## src/atif_defs.vh

```
// register map, field positions and reset values of the timer interrupt flag block
// included by every design file of the block except the synchroniser; definitions only
`ifndef ATIF_DEFS_VH
`define ATIF_DEFS_VH

// bus widths
`define ATIF_ADDR_W        8
`define ATIF_DATA_W        16

// register offsets
`define ATIF_OFF_CTRL      8'h00
`define ATIF_OFF_IRQ_EN    8'h0C
`define ATIF_OFF_STATUS    8'h10

// reset values
`define ATIF_CTRL_RESET    16'h0000
`define ATIF_IRQ_EN_RESET  16'h0000
`define ATIF_STATUS_RESET  16'h0000
`define ATIF_RDATA_RESET   16'h0000

// writable and readable bits of each register, everything else reads zero
`define ATIF_CTRL_MASK     16'h007F
`define ATIF_IRQ_EN_MASK   16'h7FFF
`define ATIF_STATUS_MASK   16'h1EFF

// status and enable bit positions (shared layout for bits 7..0)
`define ATIF_BIT_OVF       0
`define ATIF_BIT_CH_LO     1
`define ATIF_BIT_COMM      5
`define ATIF_BIT_TRIG      6
`define ATIF_BIT_BRK       7
`define ATIF_BIT_RECAP_LO  9
`define ATIF_IRQ_SRC_W     8

// dma request enable field of the enable register
`define ATIF_DMA_LO        8
`define ATIF_DMA_W         7

// control register fields
`define ATIF_CTRL_SUSPEND  0
`define ATIF_CTRL_TRG_FALL 1
`define ATIF_CTRL_BRK_LOW  2
`define ATIF_CTRL_CH_IN_LO 3

// channel count
`define ATIF_NUM_CH        4

// timing counts
`define ATIF_TRIG_ARM_CNT  2'h3

`endif

```

## src/atif_sync.v

```verilog
// two flip-flop synchroniser for levels that arrive from pins
// assumes the inputs are asynchronous to ref_clk_in and change slowly
`timescale 1ns/100ps
module atif_sync #(
  parameter WIDTH = 1
) (
  // clock and reset
  input  wire             ref_clk_in,
  input  wire             rst_b_in,
  // levels
  input  wire [WIDTH-1:0] async_in,
  output wire [WIDTH-1:0] sync_out
);

  reg [WIDTH-1:0] meta_reg;
  reg [WIDTH-1:0] sync_reg;

  // the first stage is read by the second stage only
  always @(posedge ref_clk_in) begin
    if (!rst_b_in) begin
      meta_reg <= {WIDTH{1'b0}};
      sync_reg <= {WIDTH{1'b0}};
    end else begin
      meta_reg <= async_in;
      sync_reg <= meta_reg;
    end
  end

  assign sync_out = sync_reg;

endmodule

```

## src/atif_trig_edge.v

```verilog
// edge detector for the synchronised trigger input
// assumes level_in already passed the synchroniser; evt_out is a one-cycle pulse
`timescale 1ns/100ps
`include "atif_defs.vh"
module atif_trig_edge (
  // clock and reset
  input  wire ref_clk_in,
  input  wire rst_b_in,
  // configuration
  input  wire fall_sel_in,
  input  wire any_edge_in,
  // level and event
  input  wire level_in,
  output wire evt_out
);

  reg       prev_reg;
  reg [1:0] arm_cnt_reg;
  reg       evt_reg;
  reg       edge_hit;
  wire      armed;

  assign armed = (arm_cnt_reg == `ATIF_TRIG_ARM_CNT);

  always @* begin
    if (any_edge_in) begin
      edge_hit = prev_reg ^ level_in;
    end else if (fall_sel_in) begin
      edge_hit = prev_reg & ~level_in;
    end else begin
      edge_hit = ~prev_reg & level_in;
    end
  end

  // the synchroniser restarts from zero, so a pin already high at release
  // would look like a rising edge; edges count only once prev_reg holds a
  // real pin sample
  always @(posedge ref_clk_in) begin
    if (!rst_b_in) begin
      prev_reg    <= 1'b0;
      arm_cnt_reg <= 2'h0;
      evt_reg     <= 1'b0;
    end else begin
      prev_reg <= level_in;
      if (!armed) begin
        arm_cnt_reg <= arm_cnt_reg + 2'h1;
      end
      evt_reg  <= armed & edge_hit;
    end
  end

  assign evt_out = evt_reg;

endmodule

```

## src/atif_irq_core.v

```verilog
// interrupt enable and interrupt flag logic of an advanced motor timer
// assumes counter, channels and preload logic run on ref_clk_in and hand over
// one-cycle event strobes; trigger and break arrive from pins asynchronously
//
// The placing of the registers and the address-and-strobe port are this design's own decisions.
`timescale 1ns/100ps
`include "atif_defs.vh"

// Overview of operation
// - Trigger, commutation, channel 1 to 4 and overflow each have an enable bit, 1 on, reset 0.
// - Overflow, channel 1 and channel 2 enables sit at bits 0, 1 and 2 of the enable register.
// - Status bits 15 to 13 and 8 read as zero and software leaves them at zero.
// - Channel 1 recapture flag at bit 9 sets on a capture while its flag is set, write zero clears.
// - Channel 2 to 4 recapture flags at bits 10 to 12 behave the same for their channels.
// - Break flag at bit 7 sets while the break input is active and clears on a write of zero.
// - Trigger flag at bit 6 sets on each trigger event and clears on a write of zero.
// - A trigger event is the active edge of the trigger input, or any edge in suspend mode.
// - Commutation flag at bit 5 sets on a commutation event and clears on a write of zero.
// - The commutation event is the moment the channel enables and output controls reload.
// - Channel flags 1 to 4 sit at bits 1 to 4 and all clear on a write of zero.
// - An input channel flag sets on capture and clears on write zero or a data register read.
// - An output channel flag sets on compare and only a software clear removes it.
// - Overflow flag at bit 0 sets on every overflow, software or trigger reinit included.
module atif_irq_core #(
  parameter NUM_CH = `ATIF_NUM_CH
) (
  // clock and reset
  input  wire                       ref_clk_in,
  input  wire                       rst_b_in,
  // register port
  input  wire [`ATIF_ADDR_W-1:0]    addr_in,
  input  wire [`ATIF_DATA_W-1:0]    wdata_in,
  input  wire                       wr_in,
  input  wire                       rd_in,
  output wire [`ATIF_DATA_W-1:0]    rdata_out,
  // pins
  input  wire                       trigger_input_in,
  input  wire                       break_in,
  // event strobes from the timer core
  input  wire                       overflow_evt_in,
  input  wire                       reinit_evt_in,
  input  wire [NUM_CH-1:0]          capture_evt_in,
  input  wire [NUM_CH-1:0]          compare_evt_in,
  input  wire                       preload_update_in,
  input  wire [NUM_CH-1:0]          ch_data_read_in,
  // requests
  output wire                       irq_out,
  output wire [`ATIF_DMA_W-1:0]     dma_req_en_out
);

  // address match, shared by the read and the write decode
  function atif_sel;
    input [`ATIF_ADDR_W-1:0] addr;
    input [`ATIF_ADDR_W-1:0] off;
    begin
      atif_sel = (addr == off);
    end
  endfunction

  // registers
  reg  [`ATIF_DATA_W-1:0] ctrl_reg;
  reg  [`ATIF_DATA_W-1:0] ctrl_next;
  reg  [`ATIF_DATA_W-1:0] irq_dma_enable_reg;
  reg  [`ATIF_DATA_W-1:0] irq_dma_enable_next;
  reg  [`ATIF_DATA_W-1:0] irq_status_flags_reg;
  reg  [`ATIF_DATA_W-1:0] irq_status_flags_next;
  reg  [`ATIF_DATA_W-1:0] rdata_reg;
  reg  [`ATIF_DATA_W-1:0] rdata_next;
  reg                     irq_reg;
  reg                     irq_next;
  reg  [`ATIF_DMA_W-1:0]  dma_en_reg;

  // decoded accesses
  wire                    wr_ctrl;
  wire                    wr_en;
  wire                    wr_status;
  wire                    rd_ctrl;
  wire                    rd_en;
  wire                    rd_status;

  // control fields
  wire                    suspend_mode;
  wire                    trig_fall;
  wire                    brk_active_low;
  wire [NUM_CH-1:0]       ch_input_mode;

  // synchronised pins and derived events
  wire [1:0]              pin_sync;
  wire                    trigger_sync;
  wire                    break_sync;
  wire                    break_active;
  wire                    trigger_evt;

  // per-channel terms
  wire [NUM_CH-1:0]       ch_set;
  wire [NUM_CH-1:0]       ch_rd_clr;
  wire [NUM_CH-1:0]       recap_set;

  // flag update vectors
  reg  [`ATIF_DATA_W-1:0] set_vec;
  reg  [`ATIF_DATA_W-1:0] clr_vec;

  assign wr_ctrl   = wr_in & atif_sel(addr_in, `ATIF_OFF_CTRL);
  assign wr_en     = wr_in & atif_sel(addr_in, `ATIF_OFF_IRQ_EN);
  assign wr_status = wr_in & atif_sel(addr_in, `ATIF_OFF_STATUS);
  assign rd_ctrl   = rd_in & atif_sel(addr_in, `ATIF_OFF_CTRL);
  assign rd_en     = rd_in & atif_sel(addr_in, `ATIF_OFF_IRQ_EN);
  assign rd_status = rd_in & atif_sel(addr_in, `ATIF_OFF_STATUS);

  assign suspend_mode   = ctrl_reg[`ATIF_CTRL_SUSPEND];
  assign trig_fall      = ctrl_reg[`ATIF_CTRL_TRG_FALL];
  assign brk_active_low = ctrl_reg[`ATIF_CTRL_BRK_LOW];
  assign ch_input_mode  = ctrl_reg[`ATIF_CTRL_CH_IN_LO +: NUM_CH];

  // pin synchronisation
  atif_sync #(
    .WIDTH (2)
  ) u_pin_sync (
    .ref_clk_in (ref_clk_in),
    .rst_b_in   (rst_b_in),
    .async_in   ({break_in, trigger_input_in}),
    .sync_out   (pin_sync)
  );

  assign trigger_sync = pin_sync[0];
  assign break_sync   = pin_sync[1];

  // break polarity is programmable; the flag follows the active level
  assign break_active = break_sync ^ brk_active_low;

  // trigger edge detection
  atif_trig_edge u_trig_edge (
    .ref_clk_in  (ref_clk_in),
    .rst_b_in    (rst_b_in),
    .fall_sel_in (trig_fall),
    .any_edge_in (suspend_mode),
    .level_in    (trigger_sync),
    .evt_out     (trigger_evt)
  );

  // channel flag sources, the mode bit picks capture or compare
  genvar c;
  generate
    for (c = 0; c < NUM_CH; c = c + 1) begin : g_ch
      assign ch_set[c]    = ch_input_mode[c] ? capture_evt_in[c] : compare_evt_in[c];
      // reading the captured value acknowledges an input channel only
      assign ch_rd_clr[c] = ch_input_mode[c] & ch_data_read_in[c];
      // recapture looks at the flag as it stands before this cycle's capture
      assign recap_set[c] = ch_input_mode[c] & capture_evt_in[c]
                            & irq_status_flags_reg[`ATIF_BIT_CH_LO + c];
    end
  endgenerate

  // hardware set and software clear terms
  always @* begin
    set_vec = 16'h0000;
    set_vec[`ATIF_BIT_OVF] = overflow_evt_in | reinit_evt_in;
    set_vec[`ATIF_BIT_CH_LO +: NUM_CH] = ch_set;
    set_vec[`ATIF_BIT_COMM] = preload_update_in;
    set_vec[`ATIF_BIT_TRIG] = trigger_evt;
    set_vec[`ATIF_BIT_BRK] = break_active;
    set_vec[`ATIF_BIT_RECAP_LO +: NUM_CH] = recap_set;

    clr_vec = 16'h0000;
    // a zero clears, a one leaves the flag as it is
    if (wr_status) begin
      clr_vec = ~wdata_in & `ATIF_STATUS_MASK;
    end
    clr_vec[`ATIF_BIT_CH_LO +: NUM_CH] = clr_vec[`ATIF_BIT_CH_LO +: NUM_CH] | ch_rd_clr;
  end

  // next-state of the registers
  always @* begin
    ctrl_next = ctrl_reg;
    if (wr_ctrl) begin
      ctrl_next = wdata_in & `ATIF_CTRL_MASK;
    end

    irq_dma_enable_next = irq_dma_enable_reg;
    if (wr_en) begin
      irq_dma_enable_next = wdata_in & `ATIF_IRQ_EN_MASK;
    end

    // set wins over a clear landing in the same cycle, so no event is lost
    irq_status_flags_next = ((irq_status_flags_reg & ~clr_vec) | set_vec)
                            & `ATIF_STATUS_MASK;

    irq_next = |(irq_status_flags_next[`ATIF_IRQ_SRC_W-1:0]
                 & irq_dma_enable_next[`ATIF_IRQ_SRC_W-1:0]);
  end

  // read data stand for exactly one cycle after the read strobe
  always @* begin
    rdata_next = 16'h0000;
    if (rd_ctrl) begin
      rdata_next = ctrl_reg;
    end else if (rd_en) begin
      rdata_next = irq_dma_enable_reg;
    end else if (rd_status) begin
      rdata_next = irq_status_flags_reg & `ATIF_STATUS_MASK;
    end
  end

  always @(posedge ref_clk_in) begin
    if (!rst_b_in) begin
      ctrl_reg             <= `ATIF_CTRL_RESET;
      irq_dma_enable_reg   <= `ATIF_IRQ_EN_RESET;
      irq_status_flags_reg <= `ATIF_STATUS_RESET;
      rdata_reg            <= `ATIF_RDATA_RESET;
      irq_reg              <= 1'b0;
      dma_en_reg           <= 7'h00;
    end else begin
      ctrl_reg             <= ctrl_next;
      irq_dma_enable_reg   <= irq_dma_enable_next;
      irq_status_flags_reg <= irq_status_flags_next;
      rdata_reg            <= rdata_next;
      irq_reg              <= irq_next;
      dma_en_reg           <= irq_dma_enable_next[`ATIF_DMA_LO +: `ATIF_DMA_W];
    end
  end

  assign rdata_out      = rdata_reg;
  assign irq_out        = irq_reg;
  assign dma_req_en_out = dma_en_reg;

endmodule

```

## config.mk

```make
export PLATFORM = sky130hd
export DESIGN_NAME = atif_irq_core
export DESIGN_NICKNAME = d
export VERILOG_FILES = /design/src/atif_sync.v /design/src/atif_trig_edge.v /design/src/atif_irq_core.v
export VERILOG_INCLUDE_DIRS = /design/src
export SDC_FILE = /design/constraint.sdc
export NUM_CORES = 1
export LEC_CHECK = 0
export BUFFER_PORTS_ARGS = -buffer_cell sky130_fd_sc_hd__buf_4
export CORE_AREA = 2 2 72 74
export DETAILED_ROUTE_END_ITERATION = 12
export DIE_AREA = 0 0 74 76
export GPL_TIMING_DRIVEN = 0
export PLACE_DENSITY = 0.75
export SYNTH_ARGS = -nofsm -noshare
export SYNTH_HDL_FRONTEND = slang
export SYNTH_HIERARCHICAL = 1
export SYNTH_SLANG_ARGS = --single-unit
```

## constraint.sdc

```tcl
create_clock -name ref_clk_in -period 2.64 [get_ports ref_clk_in]
set_input_delay 0.792 -clock ref_clk_in [delete_from_list [all_inputs] [get_ports ref_clk_in]]
set_output_delay 0.792 -clock ref_clk_in [all_outputs]
set_load 0.01 [all_outputs]
```

=== After elaboration in Yosys (flattened, before gate mapping) ===
Index checks and enable logic that the tools add are counted.

* Bits of input ports: 45
* Bits in writable memories: 0
* Memory bits (read-only): 0
* Memories kept: 0
* Latch bits: 0
* Flip-flop bits (word level): 66
* Output and inout bits: 24

* Multiplexer cells: 11
* Reductions and logical operators: 4
* Eq/ne operators: 3
* $add $sub $neg: 1
* Multipliers: 0
* $lt $le $gt $ge: 0
* Bitwise logic cells: 33
* Div/mod/pow operators: 0
* Shift-type cells: 0

{| class="wikitable"
|+ Operators with widths
! kind !! number
|-
| $mux W15 || 2
|-
| $mux W13 || 2
|-
| $not A13 Y13 || 2
|-
| $and A1 B1 Y1 || 21
|-
| $and A13 B13 Y13 || 1
|-
| $or A13 B13 Y13 || 1
|-
| $and A8 B8 Y8 || 1
|-
| $eq A8 B4 Y1 const B || 1
|-
| $eq A8 B5 Y1 const B || 1
|-
| $logic_not A8 Y1 || 1
|-
| $reduce_or A8 Y1 || 1
|-
| $mux W7 || 1
|-
| $mux W1 || 6
|-
| $or A4 B4 Y4 || 1
|-
| $not A1 Y1 || 3
|-
| $reduce_or A3 Y1 || 1
|-
| $add A2 B1 Y2 const B || 1
|-
| $eq A2 B2 Y1 const B || 1
|-
| $reduce_or A2 Y1 || 1
|-
| $xor A1 B1 Y1 || 2
|-
| $or A1 B1 Y1 || 1
|}

=== Logic depth before layout (Yosys ltp) ===
* Depth after elaboration: 9
* Mapped depth: 6
* Gate-level depth less buffers: 5

=== Hierarchy ===
The synthesis kept the hierarchy.

{| class="wikitable"
|+ By module, submodules not included
! module !! area each (um^2) !! sequential area each (um^2) !! cells an instance !! instances
|-
| atif_irq_core || 2117.0 || 1001.0 || 200 || 1
|-
| atif_trig_edge || 188.9 || 80.1 || 17 || 1
|-
| atif_sync || 105.1 || 80.1 || 8 || 1
|}

=== Least setup slack after synthesis ===
OpenSTA, ideal clock, no wires.

* Kind: input-to-reg
* From: in addr_in[5]
* To: reg irq_reg, in the netlist irq_out
* Path buffers: 1
* Arrival: 2074 ps
* Stages: 6
* Setup slack: 441 ps
* Required time: 2515 ps
* Cell sequence: nor4_4 -> nand3_4 -> buf_6 -> mux2i_1 -> o32ai_1 -> o41a_1

* Cells in the longest elaborated chain, start to end: 9
* Elaborated cells on any way between the ends: 12
* Those cells by class: 2 x eq/ne; 2 x mux; 7 x bitwise; 1 x reduce/logical

{| class="wikitable"
|+ Ends and longest elaborated chain
! item !! RTL line !! RTL
|-
| from (decl) || atif_irq_core.v:31 || <nowiki>input wire [`ATIF_ADDR_W-1:0] addr_in,</nowiki>
|-
| $eq A8 B5 Y1 || atif_irq_core.v:56 || <nowiki>atif_sel = (addr == off);</nowiki>
|-
| $and A1 B1 Y1 || atif_irq_core.v:105 || <nowiki>assign wr_status = wr_in & atif_sel(addr_in, `ATIF_OFF_STATUS);</nowiki>
|-
| $mux W13 || atif_irq_core.v:166 || <nowiki>if (wr_status) begin</nowiki>
|-
| $or A4 B4 Y4 || atif_irq_core.v:169 || <nowiki>clr_vec[`ATIF_BIT_CH_LO +: NUM_CH] = clr_vec[`ATIF_BIT_CH_LO +: NUM_CH] | ch_rd_clr;</nowiki>
|-
| $not A13 Y13 || atif_irq_core.v:185 || <nowiki>irq_status_flags_next = ((irq_status_flags_reg & ~clr_vec) | set_vec)</nowiki>
|-
| $and A13 B13 Y13 || atif_irq_core.v:185 ||
|-
| $or A13 B13 Y13 || atif_irq_core.v:185 ||
|-
| $and A8 B8 Y8 (*) || atif_irq_core.v:188 || <nowiki>irq_next = |(irq_status_flags_next[`ATIF_IRQ_SRC_W-1:0]</nowiki>
|-
| $reduce_or A8 Y1 (*) || atif_irq_core.v:188 ||
|-
| to (signal assigned) || atif_irq_core.v:217 || <nowiki>irq_reg <= irq_next;</nowiki>
|-
| to (decl) || atif_irq_core.v:69 || <nowiki>reg irq_reg;</nowiki>
|}

Every way passes the cells marked *; elsewhere a longest branch is shown, timed or not.
A chain may end at the register's enable or synchronous reset.

=== Worst setup path in the final report ===
* From: in addr_in[3]
* To: reg irq_reg, in the netlist irq_out

Same word-level chain as after synthesis.

==> metrics.csv <==
metric;value;unit
status;finished clean;
die area;0.00562;mm2
Seq/Total Area, Yosys;48.2;%
CP Max Fanout;10;
P_leak;1.44;nW
die height;76;um
Hold/Removal Path Class;register to register;
drt wl/cell;14.4;um
total power per unit cell area;561;mW/mm2
I/O Buffers;66;
Sink Count;58;
post-DP HPWL;3940;um
Worst Tran Pin Value;0.507;ns
Simple-Gate Fraction of Synth Area;21.3;%
largest area contributor in the netlist;dfxtp_1;
skew final;0.00732;ns
mux contribution to synthesized area;10.0;%
post-CTS repair timing setup buffer count;0;
CTS Hold Bufs;0;
Slew Viols, Final;0;
combinational fraction of design power;8.0;%
Final Hold Vio Count;0;
Synth Instances;225;
initial antenna violation count;0;
Final Cycle Share;85.9;%
starting DRC count in detailed routing;146;
Yosys cell types;38;
Layout area overhead;31.6;%
Worst Path Arrival;2.48;ns
Adder-Cell Fraction of Synth Area;1.56;%
complex-gate fraction of the synthesized area;13.3;%
fillers;439;
CTS tree;done;
Mapped Nets;273;
vias per cell;5.20;
Flop pwr share;50.9;%
syn_area_per_cell;10.7;um2
Antenna diodes;0;
unrepaired setup endpoints after global routing;false;
Worst setup SP type;input pin;
Yosys reg bits;58;
Design Power;1.78;mW
clock power share;41.1;%
gpl congestion;0.832;
Synth area leaders;dfxtp_1 (48%), nor2b_1 (10%), mux2i_1 (9.5%), a222oi_1 (2.9%), a21boi_0 (2.5%);
Slew headroom;66.2;%
Root Driver;clkbuf_8;
Mapped Area;0.00241;mm2
Switch Pwr;0.397;mW
I/O Pins;69;
die width;74;um
post-CTS sizing;0;
worst skew pair latency;0.33;ns
critical path class;input pin to register;
first-pass GRT wire length;8870;um
commonest non-fill, non-tap cells in the layout;buf_4 (74), dfxtp_1 (58), nor2b_1 (40);
largest net degree at the start of global routing;17;
clk slew on worst S/H paths;0.06;ns
Starting Density;49.1;%
max-cap viol count;0;
DRT Pass-1 Iters;4;
switch share;22.3;%
most common cell after layout, fill and taps aside;buf_4;
post-synth top area share;48.2;%
Pint;1.38;mW
Cell Rows;26;
endpoints failing setup;0;
largest family of logic cells by synthesized area;simple AND/OR/NAND/NOR gates;
DRT Wirelength;5410;um
layout cells sized above 1;33.1;%
total gr overflow;0;
DRC Markers;0;
Worst Path Required;2.85;ns
maximum clock path buffer count;2;
Crit. End Element;register;
Core ar.;0.00491;mm2
via count;1949;
CTS Buf Count;9;
Max Fclk;441;MHz
vias in the first global route;1856;
Tmin final;2.27;ns
Setup TNS;0;ns
XOR/XNOR Fraction of Synth Area;0.727;%
H-tree depth;3;
Synth Warn #;6;
r2r setup slk;0.90;ns
nets;350;
post-route ant nets;0;
VDD IR-drop max;379;uV
total track usage;20.9;%
final timing paths:
| check | endpoint | start | cells after the start |
|---|---|---|---|
| hold / removal | u_pin_sync/sync_out[0] | u_pin_sync/meta_reg[0] | 1 |
| setup reg to reg | irq_out | ctrl_reg[6] | 5 |
| setup / recovery | irq_out | addr_in[3] | 7 |
| hold reg to reg | u_pin_sync/sync_out[0] | u_pin_sync/meta_reg[0] | 1 |
Yosys cell counts:
cell type and instances:
buf_4 8, a21boi_0 8, and3_2 2, nor3_1 2, clkbuf_1 7, inv_1 2
or2_2 2, buf_2 2, nor2b_1 40, mux2i_1 23, a22o_1 5, and2_1 9
buf_6 1, nand3_4 1, o32ai_1 1, xnor2_1 2, o21ai_0 4, o22ai_1 5
nand4_1 1, conb_1 1, a222oi_1 7, a221o_1 4, mux2_1 1, and2b_2 1
nand2_1 5, dfxtp_1 58, and4_1 1, nor4_4 2, and2_2 1, nor3b_1 1
o2111a_1 1, nand3_1 4, o41a_1 1, and4bb_2 1, a21oi_1 5, nor4_1 1
and3_1 2, ha_1 3
worst max-delay path: stages:
cell	delay, ns
buf_4	0.12
nor4_4	0.32
nand4_1	0.22
buf_2	0.25
o22ai_1	0.23
o22ai_1	0.12
o41a_1	0.43
kinds of logic (layout without fill, tap and decap cells):
group,Yosys count,in the layout
AOI/OAI and AO/OA,41,41
adders and majority gates,3,3
other,1,1
buffers and inverters,20,100
DFF,58,58
xor gates and xnor gates,2,2
muxes,24,24
and+or+nand+nor,76,76
layout make-up:
type	count	area (um2)	area share (%)
clock inverters	2	12.5	0.394
plain buffers	18	108	3.39
repair buffers	66	495	15.6
inverters	2	7.51	0.237
flip-flops and latches	58	1160	36.6
well taps	70	87.6	2.76
multi-input cells	147	1130	35.8
clock buffers	12	165	5.21
power groups by stage:
stage	clock (mW)	sequential, mW	combinational [mW]
6_report	0.731	0.906	0.142
5_1_grt	0.783	0.908	0.158
4_1_cts	0.747	0.906	0.143
3_5_place_dp	0	0.925	0.141
3_3_place_gp	0	0.925	0.140
2_1_floorplan	0	0.923	0.0638
stage by stage:
stage               util, %  hold WS [ns]  instances  setup WS (ns)  cell area [um2]
floorplan                 -         0.412        225          0.441             2410
global placement       61.0         0.414        361         0.0173             2990
detailed placement     61.0         0.426        361         0.0264             2990
CTS                    64.6         0.440        375          0.375             3170
global route           64.6         0.454        375          0.252             3170
finish                 64.6         0.435        375          0.373             3170
per-layer routing:
metal	wire (um)	GRT usage, %	vias up
met4	104	9.45	0
met3	369	4.89	9
li1	-	-	950
met1	2370	28.2	923
met2	2570	31.6	67
met5	0	0	-
No activity file was read; power rests on OpenSTA's default activity.
